[src/design/dtsq_pkg.sv]
// shared constants and types for the delayed trigger sequencer
package dtsq_pkg;
  localparam int DTSQ_LVL_W = 16;
  localparam int DTSQ_CNT_W = 32;
  localparam int DTSQ_SMP_W = 16;
  localparam int DTSQ_REC_AW = 10;
  // level codes in millivolts, two's complement
  localparam logic [15:0] DTSQ_LVL_PLUS_MV = 16'h0578;
  localparam logic [15:0] DTSQ_LVL_MINUS_MV = 16'hfaec;
  localparam logic [15:0] DTSQ_SMALL_SCALE_MV = 16'h00c8;
  // register offsets (byte addresses)
  localparam logic [5:0] DTSQ_REG_CTRL = 6'h00;
  localparam logic [5:0] DTSQ_REG_DELAY = 6'h04;
  localparam logic [5:0] DTSQ_REG_EVENTS = 6'h08;
  localparam logic [5:0] DTSQ_REG_LEVEL = 6'h0c;
  localparam logic [5:0] DTSQ_REG_SCALE = 6'h10;
  localparam logic [5:0] DTSQ_REG_POST = 6'h14;
  localparam logic [5:0] DTSQ_REG_STATUS = 6'h18;
  localparam logic [5:0] DTSQ_REG_LVLOUT = 6'h1c;
  localparam logic [5:0] DTSQ_REG_RANGE = 6'h20;
  // ctrl field positions
  localparam int DTSQ_F_MODE = 0;
  localparam int DTSQ_F_SRC = 2;
  localparam int DTSQ_F_CPL = 5;
  localparam int DTSQ_F_SLOPE = 8;
  localparam int DTSQ_F_LSEL = 9;
  localparam int DTSQ_F_ZONE = 11;
  localparam int DTSQ_F_TBTRIG = 12;
  localparam int DTSQ_F_TBSET = 13;
  localparam logic [31:0] DTSQ_UNMAPPED = 32'h00000000;

  typedef enum logic [1:0] {
    DTSQ_AFTER_TIME = 2'b00,
    DTSQ_AFTER_EVENTS = 2'b01,
    DTSQ_EVENTS_TIME = 2'b10,
    DTSQ_MODE_RSV = 2'b11
  } dtsq_mode_t;

  typedef enum logic [1:0] {
    DTSQ_LVL_FREE = 2'b00,
    DTSQ_LVL_PLUS = 2'b01,
    DTSQ_LVL_MINUS = 2'b10,
    DTSQ_LVL_MID = 2'b11
  } dtsq_lsel_t;

  typedef enum logic [2:0] {
    DTSQ_IDLE = 3'b000,
    DTSQ_ARMED = 3'b001,
    DTSQ_COUNT = 3'b010,
    DTSQ_TIME = 3'b011,
    DTSQ_EDGE = 3'b100,
    DTSQ_POST = 3'b101
  } dtsq_state_t;
endpackage

[src/design/dtsq_top.sv]
// delayed trigger sequencer with its register slave
//
// The implementer's own choices: the Avalon-MM slave port and the register offsets.
`timescale 1ns/1ps
`default_nettype none
// What this block does
// - runs-after-main: main trigger, delay time, then acquire without delayed edge
// - delayed edge circuitry enabled only in triggerable delay modes
// - after-time: delay expires, then first delayed edge acquires
// - after-events: count delayed edges to programmed count, then acquire
// - events-then-time: count edges, then time delay, then acquire
// - pretrigger samples written continuously while qualification pending
// - after qualification capture exact posttrigger count then hand record on
// - delayed trigger is plain edge detection regardless of main type
// - triggerable mode ignores main triggers while main is logic, aux-sourced edge, or runt pulse
// - refuse triggerable mode while main settings incompatible; flag unavailable
// - choosing a triggerable type switches time base to triggerable mode
// - delayed source is channel one to four or aux input
// - five couplings: direct, capacitive, hf reject, lf reject, noise reject
// - one slope bit selects rising or falling edges
// - level free, or presets +1.4 V and -1.3 V
// - below 200 mV scale the +1.4 V and -1.3 V presets clamp to available range; the midpoint preset is not clamped
// - midpoint preset gives the average of the measured peak maximum and minimum
// - runs-after-main zone marks delayed record start through end
// - triggerable zone marks earliest start through end of main record
// - triggerable mode shows separate main and delayed level indicators
module dtsq_top
  import dtsq_pkg::*;
(
  input wire logic clk,
  input wire logic resetn,
  input wire logic [5:0] avs_address,
  input wire logic avs_read,
  input wire logic avs_write,
  input wire logic [31:0] avs_writedata,
  input wire logic [3:0] avs_byteenable,
  output logic [31:0] avs_readdata,
  output logic avs_waitrequest,
  input wire logic main_trig,
  input wire logic main_type_logic,
  input wire logic main_edge_aux,
  input wire logic main_pulse_runt,
  input wire logic aux_input_present,
  input wire logic [4:0] dly_cmp_async,
  input wire logic [DTSQ_LVL_W-1:0] src_pk_max,
  input wire logic [DTSQ_LVL_W-1:0] src_pk_min,
  input wire logic [DTSQ_SMP_W-1:0] sample_in,
  output logic rec_we,
  output logic [DTSQ_REC_AW-1:0] rec_addr,
  output logic [DTSQ_SMP_W-1:0] rec_data,
  output logic rec_done,
  output logic delayed_fire,
  output logic zone_mark,
  output logic [4:0] dly_src_sel,
  output logic [2:0] dly_coupling,
  output logic [DTSQ_LVL_W-1:0] dly_level,
  output logic dly_level_ind_en,
  output logic main_level_ind_en,
  output logic dly_edge_en
);
  ////////////////////////////////////////////////////////////////////
  // registers
  logic [13:0] ctrl_q;
  logic [DTSQ_CNT_W-1:0] delay_q;
  logic [DTSQ_CNT_W-1:0] events_q;
  logic [DTSQ_LVL_W-1:0] level_q;
  logic [DTSQ_LVL_W-1:0] scale_q;
  logic [DTSQ_REC_AW-1:0] post_q;
  logic [DTSQ_LVL_W-1:0] range_q;
  logic ack_q;
  logic [31:0] rdata_q;

  // a write lands in the wait cycle; the master still holds it until waitrequest drops
  wire access = (avs_read | avs_write) & ~ack_q;
  wire wr_fire = avs_write & ~ack_q;
  wire [31:0] wmask = {{8{avs_byteenable[3]}}, {8{avs_byteenable[2]}},
                       {8{avs_byteenable[1]}}, {8{avs_byteenable[0]}}};

  wire incompat = main_type_logic | main_edge_aux | main_pulse_runt;
  wire [31:0] ctrl_merge = ({18'h00000, ctrl_q} & ~wmask) | (avs_writedata & wmask);
  wire wr_ctrl = wr_fire & (avs_address == DTSQ_REG_CTRL);
  // a triggerable-type pick or an explicit time base write; both refused when incompatible
  wire tb_trig_d = ctrl_merge[DTSQ_F_TBSET] ?
                   (ctrl_merge[DTSQ_F_TBTRIG] & ~incompat) :
                   (ctrl_q[DTSQ_F_TBTRIG] | (ctrl_merge[DTSQ_F_MODE+:2] !=
                    ctrl_q[DTSQ_F_MODE+:2])) & ~incompat;
  // codes past the aux input select no comparator, so they keep the old source
  wire src_bad = (ctrl_merge[DTSQ_F_SRC+:3] > 3'h4) ||
                 (ctrl_merge[DTSQ_F_SRC+:3] == 3'h4 && !aux_input_present);
  wire [2:0] src_d = src_bad ? ctrl_q[DTSQ_F_SRC+:3] : ctrl_merge[DTSQ_F_SRC+:3];
  wire [2:0] cpl_d = (ctrl_merge[DTSQ_F_CPL+:3] > 3'h4) ?
                     ctrl_q[DTSQ_F_CPL+:3] : ctrl_merge[DTSQ_F_CPL+:3];
  wire [1:0] mode_d = (ctrl_merge[DTSQ_F_MODE+:2] == DTSQ_MODE_RSV) ?
                      ctrl_q[DTSQ_F_MODE+:2] : ctrl_merge[DTSQ_F_MODE+:2];
  wire [13:0] ctrl_d = {1'b0, tb_trig_d, ctrl_merge[DTSQ_F_ZONE],
                        ctrl_merge[DTSQ_F_LSEL+:2], ctrl_merge[DTSQ_F_SLOPE],
                        cpl_d, src_d, mode_d};

  always_ff @(posedge clk or negedge resetn) begin
    if (!resetn) begin
      ctrl_q <= 14'h0000;
      delay_q <= 32'h00000000;
      events_q <= 32'h00000001;
      level_q <= 16'h0000;
      scale_q <= 16'h03e8;
      post_q <= 10'h200;
    end else if (wr_fire) begin
      if (wr_ctrl) ctrl_q <= ctrl_d;
      if (avs_address == DTSQ_REG_DELAY) delay_q <= (delay_q & ~wmask) | (avs_writedata & wmask);
      if (avs_address == DTSQ_REG_EVENTS) events_q <= (events_q & ~wmask) | (avs_writedata & wmask);
      if (avs_address == DTSQ_REG_LEVEL) level_q <= avs_writedata[DTSQ_LVL_W-1:0];
      if (avs_address == DTSQ_REG_SCALE) scale_q <= avs_writedata[DTSQ_LVL_W-1:0];
      if (avs_address == DTSQ_REG_POST) post_q <= avs_writedata[DTSQ_REC_AW-1:0];
    end
  end

  always_ff @(posedge clk or negedge resetn) begin
    if (!resetn) begin
      range_q <= 16'h0000;
    end else if (wr_fire && avs_address == DTSQ_REG_RANGE) begin
      range_q <= avs_writedata[DTSQ_LVL_W-1:0];
    end
  end

  ////////////////////////////////////////////////////////////////////
  // decoded controls
  wire [1:0] mode = ctrl_q[DTSQ_F_MODE+:2];
  wire tb_trig = ctrl_q[DTSQ_F_TBTRIG];
  wire slope_fall = ctrl_q[DTSQ_F_SLOPE];
  wire zone_en = ctrl_q[DTSQ_F_ZONE];
  wire [1:0] lsel = ctrl_q[DTSQ_F_LSEL+:2];

  ////////////////////////////////////////////////////////////////////
  // level presets
  wire signed [DTSQ_LVL_W-1:0] rng = range_q;
  wire signed [DTSQ_LVL_W-1:0] plus_lvl = DTSQ_LVL_PLUS_MV;
  wire signed [DTSQ_LVL_W-1:0] minus_lvl = DTSQ_LVL_MINUS_MV;
  wire small_scale = scale_q < DTSQ_SMALL_SCALE_MV;
  // range register gives the half-span the trigger comparator can reach
  wire [DTSQ_LVL_W-1:0] plus_eff = (small_scale && plus_lvl > rng) ? range_q :
                                   DTSQ_LVL_PLUS_MV;
  wire [DTSQ_LVL_W-1:0] minus_eff = (small_scale && minus_lvl < -rng) ?
                                    DTSQ_LVL_W'(-rng) : DTSQ_LVL_MINUS_MV;
  wire [DTSQ_LVL_W:0] pk_sum = {src_pk_max[DTSQ_LVL_W-1], src_pk_max} +
                               {src_pk_min[DTSQ_LVL_W-1], src_pk_min};
  wire [DTSQ_LVL_W-1:0] mid_lvl = pk_sum[DTSQ_LVL_W:1];
  wire [DTSQ_LVL_W-1:0] level_sel = (lsel == DTSQ_LVL_PLUS) ? plus_eff :
                                    (lsel == DTSQ_LVL_MINUS) ? minus_eff :
                                    (lsel == DTSQ_LVL_MID) ? mid_lvl : level_q;

  ////////////////////////////////////////////////////////////////////
  // delayed edge path
  logic edge_pulse;
  wire edge_on = tb_trig;
  // every comparator bit is brought into the clock domain before the source
  // mux, so a source change never feeds an unsettled level to the detector
  wire [4:0] cmp_sync;
  genvar gi;
  generate
    for (gi = 0; gi < $bits(dly_cmp_async); gi = gi + 1) begin : g_cmp_sync
      logic s1_q;
      logic s2_q;
      always_ff @(posedge clk or negedge resetn) begin
        if (!resetn) begin
          s1_q <= 1'b0;
          s2_q <= 1'b0;
        end else begin
          s1_q <= dly_cmp_async[gi];
          s2_q <= s1_q;
        end
      end
      assign cmp_sync[gi] = s2_q;
    end
  endgenerate
  logic [4:0] cmp_sel;
  assign cmp_sel = cmp_sync >> ctrl_q[DTSQ_F_SRC+:3];

  dtsq_edge u_edge (
    .clk(clk),
    .resetn(resetn),
    .cmp_async(cmp_sel[0]),
    .slope_fall(slope_fall),
    .enable(edge_on),
    .edge_pulse(edge_pulse)
  );

  logic mt_s1_q;
  logic mt_s2_q;
  logic mt_s3_q;
  wire main_rise = mt_s2_q & ~mt_s3_q;

  ////////////////////////////////////////////////////////////////////
  // sequencer
  dtsq_state_t state_q;
  dtsq_state_t state_d;
  logic [DTSQ_CNT_W-1:0] timer_q;
  logic [DTSQ_CNT_W-1:0] evcnt_q;
  logic [DTSQ_REC_AW-1:0] wptr_q;
  logic [DTSQ_REC_AW-1:0] postcnt_q;
  logic done_q;
  logic fire_q;

  // timer stops at the programmed count; a zero delay expires at once
  wire time_done = (timer_q >= delay_q);
  wire ev_done = (evcnt_q + (edge_pulse ? 32'h1 : 32'h0)) >= events_q;
  // run-after-main and after-time start by timing, the event modes by counting
  wire start_time = !tb_trig || (mode == DTSQ_AFTER_TIME);
  wire trig_ok = main_rise && !(tb_trig && incompat);
  // a main trigger while qualification is pending starts the attempt over;
  // a record already in its posttrigger part is left to finish
  wire restart = trig_ok && ((state_q == DTSQ_ARMED) || (state_q == DTSQ_COUNT) ||
                             (state_q == DTSQ_TIME) || (state_q == DTSQ_EDGE));

  always_comb begin
    state_d = state_q;
    unique case (state_q)
      DTSQ_IDLE: state_d = DTSQ_ARMED;
      DTSQ_ARMED: if (restart) state_d = start_time ? DTSQ_TIME : DTSQ_COUNT;
      DTSQ_COUNT: begin
        if (restart) begin
          state_d = start_time ? DTSQ_TIME : DTSQ_COUNT;
        end else if (ev_done) begin
          state_d = (mode == DTSQ_EVENTS_TIME) ? DTSQ_TIME : DTSQ_POST;
        end
      end
      DTSQ_TIME: begin
        if (restart) begin
          state_d = start_time ? DTSQ_TIME : DTSQ_COUNT;
        end else if (time_done) begin
          state_d = (tb_trig && mode == DTSQ_AFTER_TIME) ? DTSQ_EDGE : DTSQ_POST;
        end
      end
      DTSQ_EDGE: begin
        if (restart) state_d = start_time ? DTSQ_TIME : DTSQ_COUNT;
        else if (edge_pulse) state_d = DTSQ_POST;
      end
      DTSQ_POST: if (postcnt_q == post_q) state_d = DTSQ_ARMED;
      default: state_d = DTSQ_IDLE;
    endcase
  end

  always_ff @(posedge clk or negedge resetn) begin
    if (!resetn) begin
      mt_s1_q <= 1'b0;
      mt_s2_q <= 1'b0;
      mt_s3_q <= 1'b0;
      state_q <= DTSQ_IDLE;
    end else begin
      mt_s1_q <= main_trig;
      mt_s2_q <= mt_s1_q;
      mt_s3_q <= mt_s2_q;
      state_q <= state_d;
    end
  end

  wire in_time = (state_q == DTSQ_TIME);
  wire in_count = (state_q == DTSQ_COUNT);
  wire in_post = (state_q == DTSQ_POST);

  always_ff @(posedge clk or negedge resetn) begin
    if (!resetn) begin
      timer_q <= 32'h00000000;
      evcnt_q <= 32'h00000000;
    end else if (restart) begin
      timer_q <= 32'h00000000;
      evcnt_q <= 32'h00000000;
    end else begin
      if (in_time && !time_done) timer_q <= timer_q + 32'h1;
      if (in_count && edge_pulse) evcnt_q <= evcnt_q + 32'h1;
    end
  end

  always_ff @(posedge clk or negedge resetn) begin
    if (!resetn) begin
      wptr_q <= 10'h000;
      postcnt_q <= 10'h000;
      rec_data <= 16'h0000;
      done_q <= 1'b0;
      fire_q <= 1'b0;
    end else begin
      // the ring never pauses: a stall would overwrite the last posttrigger sample
      wptr_q <= wptr_q + 10'h001;
      rec_data <= sample_in;
      postcnt_q <= in_post ? postcnt_q + 10'h001 : 10'h000;
      done_q <= in_post && (postcnt_q == post_q);
      fire_q <= (state_q != DTSQ_POST) && (state_d == DTSQ_POST);
    end
  end

  // zone: runs-after-main ends with the record; triggerable mode holds until the next main trigger
  logic zone_q;
  always_ff @(posedge clk or negedge resetn) begin
    if (!resetn) begin
      zone_q <= 1'b0;
    end else if (!zone_en || state_q == DTSQ_IDLE) begin
      zone_q <= 1'b0;
    end else if (!tb_trig) begin
      zone_q <= in_post && (postcnt_q != post_q);
    end else if (in_time && time_done || (in_count && ev_done)) begin
      zone_q <= 1'b1;
    end else if (restart) begin
      zone_q <= 1'b0;
    end
  end

  ////////////////////////////////////////////////////////////////////
  // outputs
  assign rec_we = 1'b1;
  assign rec_addr = wptr_q;
  assign rec_done = done_q;
  assign delayed_fire = fire_q;
  assign zone_mark = zone_q;
  assign dly_src_sel = 5'h01 << ctrl_q[DTSQ_F_SRC+:3];
  assign dly_coupling = ctrl_q[DTSQ_F_CPL+:3];
  assign dly_level = level_sel;
  assign dly_level_ind_en = tb_trig;
  assign main_level_ind_en = 1'b1;
  assign dly_edge_en = edge_on;

  ////////////////////////////////////////////////////////////////////
  // bus read side; one wait cycle on every access
  wire [31:0] status_w = {24'h000000, 1'b0, incompat, zone_q, done_q, 1'b0, state_q};
  wire [31:0] rd_mux = (avs_address == DTSQ_REG_CTRL) ? {18'h00000, ctrl_q} :
                       (avs_address == DTSQ_REG_DELAY) ? delay_q :
                       (avs_address == DTSQ_REG_EVENTS) ? events_q :
                       (avs_address == DTSQ_REG_LEVEL) ? {16'h0000, level_q} :
                       (avs_address == DTSQ_REG_SCALE) ? {16'h0000, scale_q} :
                       (avs_address == DTSQ_REG_POST) ? {22'h000000, post_q} :
                       (avs_address == DTSQ_REG_STATUS) ? status_w :
                       (avs_address == DTSQ_REG_LVLOUT) ? {16'h0000, level_sel} :
                       (avs_address == DTSQ_REG_RANGE) ? {16'h0000, range_q} :
                       DTSQ_UNMAPPED;
  always_ff @(posedge clk or negedge resetn) begin
    if (!resetn) begin
      ack_q <= 1'b0;
      rdata_q <= 32'h00000000;
    end else begin
      ack_q <= access;
      if (avs_read && !ack_q) rdata_q <= rd_mux;
    end
  end
  assign avs_waitrequest = (avs_read | avs_write) & ~ack_q;
  assign avs_readdata = rdata_q;
endmodule
`default_nettype wire

[src/design/dtsq_edge.sv]
// plain edge detector on the delayed trigger comparator output
`timescale 1ns/1ps
`default_nettype none
module dtsq_edge (
  input wire logic clk,
  input wire logic resetn,
  input wire logic cmp_async,
  input wire logic slope_fall,
  input wire logic enable,
  output logic edge_pulse
);
  logic s1_q;
  logic s2_q;
  logic s3_q;
  wire rise = s2_q & ~s3_q;
  wire fall = ~s2_q & s3_q;
  always_ff @(posedge clk or negedge resetn) begin
    if (!resetn) begin
      s1_q <= 1'b0;
      s2_q <= 1'b0;
      s3_q <= 1'b0;
    end else begin
      s1_q <= cmp_async;
      s2_q <= s1_q;
      s3_q <= s2_q;
    end
  end
  // output gated so no edge pulse leaves outside triggerable mode; the sync stages keep sampling
  assign edge_pulse = enable & (slope_fall ? fall : rise);
endmodule
`default_nettype wire

[config.mk]
export PLATFORM = sky130hd
export DESIGN_NAME = dtsq_top
export DESIGN_NICKNAME = d
export VERILOG_FILES = /design/src/design/dtsq_pkg.sv /design/src/design/dtsq_top.sv /design/src/design/dtsq_edge.sv
export SDC_FILE = /design/constraint.sdc
export NUM_CORES = 1
export LEC_CHECK = 0
export BUFFER_PORTS_ARGS = -buffer_cell sky130_fd_sc_hd__clkbuf_2
export CAP_MARGIN = 20
export CORE_MARGIN = 1.5
export CORE_UTILIZATION = 40
export DETAILED_ROUTE_END_ITERATION = 7
export GPL_ROUTABILITY_DRIVEN = 0
export HOLD_SLACK_MARGIN = 0.03
export PLACE_DENSITY = 0.66
export SLEW_MARGIN = 40
export SYNTH_ARGS = -nofsm -noshare
export SYNTH_HDL_FRONTEND = slang
export SYNTH_SLANG_ARGS = --single-unit
export TNS_END_PERCENT = 5
[constraint.sdc]
create_clock -name clk -period 9.4 [get_ports clk]
set_input_delay 1.88 -clock clk [delete_from_list [all_inputs] [get_ports clk]]
set_output_delay 1.88 -clock clk [all_outputs]
set_load 0.01 [all_outputs]
# Word level (Yosys, flattened, before mapping)
# Index checks and enable logic that the tools add are counted.
[totals]
inputBits = 104
out_inout_bits = 90
regBits = 290
wordCells = 188
[op_classes]
add_sub_neg = 7
muxes = 38
n_lt_le_gt_ge = 7
n_eq_ne = 25
bitwise = 29
n_reduce_logical = 43
n_shift = 2
[op_table]
columns = ["operator", "n"]
rows = [
  ["32-bit two-way mux", 7],
  ["16-bit two-way mux", 11],
  ["32-bit AND", 3],
  ["32-bit by 1-bit adder with 32-bit output, second input constant", 2],
  ["32-bit greater-or-equal comparator", 2],
  ["32-bit OR", 2],
  ["32-bit by 1-bit adder with 32-bit output", 1],
  ["32-bit NOT", 1],
  ["3-bit two-way mux", 9],
  ["6-bit by 5-bit equality test with 1-bit output, second input constant", 4],
  ["10-bit by 1-bit adder with 10-bit output, second input constant", 2],
  ["3-bit one-hot mux with 6 select lines", 1],
  ["16-bit by 16-bit adder with 17-bit output", 1],
  ["12-bit by 16-bit greater-than comparator with 1-bit output, first input constant", 1],
  ["1-bit logical AND", 16],
  ["12-bit by 16-bit < comparator with 1-bit output, first input constant", 1],
  ["16-bit by 8-bit < comparator with 1-bit output, second input constant", 1],
  ["16-bit negator", 1],
  ["13-bit by 14-bit AND with 14-bit output", 1],
  ["14-bit OR", 1],
  ["3-bit equality test, second input constant", 4],
  ["6-bit by 4-bit equality test with 1-bit output, second input constant", 2],
  ["2-bit AND reduction", 6],
  ["10-bit equality test", 1],
  ["25 further kinds", 70],
]

# Longest topological paths before layout
[logic_depth]
ltp_word = 14
ltp_mapped = 18
mapped_depth_nobuf = 18

# By module
# From an unflattened synthesis, not the netlist that was laid out.
[unflattened]
cells_unflattened = 1871
area_unflattened_um2 = 16987.5
[by_module_without_submodules]
columns = ["mod", "area_each_um2", "seq_area_each_um2", "n_inst", "cells_per_inst"]
rows = [
  ["dtsq_top", 16888.7, 7191.9, 1, 1865],
  ["dtsq_edge", 98.8, 75.1, 1, 6],
]

# Worst setup path after synthesis
# No wires, ideal clock.
[synth_path]
kind = "input-to-output"
startpoint = "input port src_pk_max[2]"
endpoint = "output port dly_level[11]"
arrival_ns = 3.989
required_ns = 7.520
path_stages = 10
setup_slack_ns = 3.531
path_buffers = 0
cell_sequence = "ha_1 nor2b_1 o31a_1 o41ai_1 o21bai_1 a31oi_1 xnor2_1 a21oi_1 o21ai_0 o2bb2ai_1"
[synth_via]
elab_chain_cells = 4
[synth_lines]
columns = ["item", "line_no", "text"]
rows = [
  ["start: declaration", "dtsq_top.sv:45", "input wire logic [DTSQ_LVL_W-1:0] src_pk_max,"],
  ["16-bit by 16-bit adder with 17-bit output", "dtsq_top.sv:144", "wire [DTSQ_LVL_W:0] pk_sum = {src_pk_max[DTSQ_LVL_W-1], src_pk_max} +"],
  ["16-bit two-way mux", "dtsq_top.sv:149", "(lsel == DTSQ_LVL_MID) ? mid_lvl : level_q;"],
  ["16-bit two-way mux", "dtsq_top.sv:148", "(lsel == DTSQ_LVL_MINUS) ? minus_eff :"],
  ["16-bit two-way mux", "dtsq_top.sv:147", "wire [DTSQ_LVL_W-1:0] level_sel = (lsel == DTSQ_LVL_PLUS) ? plus_eff :"],
  ["end: declaration", "dtsq_top.sv:56", "output logic [DTSQ_LVL_W-1:0] dly_level,"],
]
# Every way passes these cells.

# Worst setup path after layout
# Ends and elaborated chain as after synthesis.

==> reports/summary.txt <==
Hold bufs inserted after CTS = 0
Root buf cell = clkbuf_16
Antenna Nets Post-Route = 0
Chip width = 210.3 um
Clock transition at path regs = 0.05 ns
Wire per inst = 20.54 um
GR Overflow Total = 0
Status = finished, final reports clean
Max Transition Viols Final = 0
Post-synth EDFFs = 0
Cells after Synth = 1878
Post-synth top cells = 282 x dfrtp_1, 201 x nor2_1, 187 x nand2_1
Remaining DRCs = 0
Standard-cell rows = 75
Rel. slew slack = 43.09%
Via count of the first global-routing pass = 14.52k
# IOs = 194
Input/output buffers = 191
Critical path required time = 7.52 ns
Max-Cap Viols = 0
Ordered cell list for the critical path = clkbuf_2, ha_1, nor2b_1, o31a_1, o41ai_1, o21bai_1, a31oi_1, xnor2_1, a21oi_1, o21ai_0, o2bb2ai_1, clkbuf_2
Syn_area_per_cell = 9.149 um^2
Startpoint Class = input pin
Maximum resistive drop on vdd = 0.1574 mV
Slowest stage cell, crit path = o41ai_1
Placed insts = 2525
Lkg Pwr = 9.441 nW
Crit path max fanout = 4
Clock skew after layout = 0.02076 ns
RSZ-0062 raised after global routing = no
Die Ht = 210.3 um
Final non-filler cell total = 2588
Initial DRC count = 1748
Multi-input gate area = 9175 um^2
Pin count of the biggest net entering global routing = 154
Seq cells post-synth = 290
Cell area after synthesis = 17180 um^2
Register area share after synthesis = 42.30%
Initial core utilization = 40.78%
Synth area leader = dfrtp_1
Pwr Density = 175.7 nW/um^2
Clk_lat worst skew = 0.52 ns
Synth Flop Type = dfrtp_1
Final wirelength = 53160 um
Share of cells above drive strength 1 = 18.36%
Setup total negative slack = 0 ns
Cell variety after synth = 87
CTS tree = done
DR vias = 15.19k
Core area = 42130 um^2
Period utilisation layout = 70.03%
Worst Tran Pin Value = 0.8426 ns
Max Fclk = 0.1519 GHz
Storage element area = 7267 um^2
Fillers = 4022
DR pass1 iterations = 8
Share of the synthesized area in the top cell type = 41.07%
Final Hold Violating Endpoints = 0
Top-count cell post-synth = dfrtp_1
Antenna violations before repair = 2
Fin crit period = 6.583 ns
Post-CTS setup buffers = 0
Arrival time worst endpoint = 4.70 ns
Final Setup Violations = 0
Share of flip-flops with an asynchronous set or reset = 100.0%
CTS buffer count = 35
Crit path kind = input pin to output pin
CTS max path bufs = 3
Hold Crit Class = flop to flop
Setup crit end kind = output pin
Most frequent cell on the critical path = clkbuf_2
Layout Nets = 2216
Worst path max stage delay = 0.70 ns
Clock Sinks = 290
Sum of net half-perimeters after detailed placement = 39380 um
Die area = 44210 um^2
Avg Vias per Cell = 5.869
# resized after CTS = 0
Warning count from the yosys run = 0
First-pass GRT wire length = 82900 um
Area growth syn-to-layout = 15.31%
GR Util All Layers = 23.81%
Top area cells in the synthesized netlist = dfrtp_1 41%, ha_1 6.3%, nor2_1 4.4%, o21ai_0 4.3%, mux2_2 4.2%
H-tree Lvls = 2
routing by layer:
metal	GRT usage, %	wire, um	vias up
met5	0	10	-
met4	9.526	2188	2
met3	3.710	4173	134
met2	38.40	24470	692
met1	32.09	22320	7387
li1	-	-	6975
layout by cell type, fill, tap and decap left out, types with 19 or more instances in the layout:
| cell type | instances |
|---|---|
| clkbuf_16 | 37 |
| nor2_1 | 201 |
| o211ai_1 | 23 |
| o21ai_0 | 149 |
| ha_1 | 87 |
| or3_1 | 24 |
| inv_1 | 97 |
| xnor2_1 | 52 |
| a21o_1 | 24 |
| and3_1 | 33 |
| xor2_1 | 64 |
| a221oi_1 | 22 |
| clkbuf_2 | 190 |
| a21oi_1 | 97 |
| mux2_2 | 64 |
| nor3_1 | 26 |
| nand4_1 | 31 |
| nand3_1 | 49 |
| nand2_1 | 186 |
| dfrtp_1 | 282 |
| a31oi_1 | 19 |
cell families (layout without fill, tap and decap cells):
family	count (synthesis)	in the layout	share of synthesized area (%)
XOR/XNOR	116	116	5.913
multiplexers	84	84	5.869
flip-flops	290	290	42.30
other	1	3	0.02183
AO/OA/AOI/OAI	449	449	16.52
adder cells (fa/ha/maj)	88	88	6.452
buffers and inverters	200	369	4.661
AND/OR/NAND/NOR	650	650	18.26
stage by stage:
stage | worst slack (ns) | power (mW) | instance area [um^2] | utilization, % | hold slack, ns
floorplan | 3.531 | 1.826 | 17190 | - | 0.3312
global placement | 2.980 | 2.070 | 18570 | 44.08 | 0.3340
detailed placement | 2.910 | 2.097 | 18600 | 44.14 | 0.3347
CTS | 2.909 | 3.500 | 19780 | 46.94 | 0.3466
global route | 2.686 | 3.626 | 19810 | 47.02 | 0.3570
finish | 2.817 | 3.482 | 19810 | 47.02 | 0.3447
power by group:
| group | total (mW) | internal (mW) | switching (mW) |
|---|---|---|---|
| sequential | 1.46 | 1.35 | 0.112 |
| clock | 1.39 | 0.847 | 0.545 |
| combinational | 0.628 | 0.238 | 0.389 |
| total | 3.48 | 2.44 | 1.05 |
path summary, 6_finish.rpt:
check / from / depth (start not counted) / slack [ns] / endpoint
setup reg to reg: flop / 18 / 4.37 / delayed_fire
min in group asynchronous: resetn / 1 / 1.29 / asynchronous set/reset pin
hold reg to reg: g_cmp_sync[0].s1_q / 0 / 0.34 / g_cmp_sync[0].s2_q
hold / removal: g_cmp_sync[0].s1_q / 0 / 0.34 / g_cmp_sync[0].s2_q
max in group asynchronous: resetn / 3 / 6.84 / post_q[9]
setup / recovery: src_pk_max[2] / 12 / 2.82 / dly_level[11]
cell type report:
cell class / instances / area share (%)
antenna: 1 / 0.01263
inverter: 97 / 1.838
clock inverter: 16 / 1.017
sequential: 290 / 36.68
tap: 539 / 3.404
clock buffer: 45 / 4.926
multi-input combinational: 1389 / 46.31
timing repair buffer: 211 / 5.816
critical path: cells and delay by family:
kind            cells  cell delay, ns
compound gates      7            1.90
fa+ha+maj           1            0.34
buf+inv             2            0.25
simple gates        1            0.18
xor+xnor            1            0.15
(Power assumes the default switching activity.)
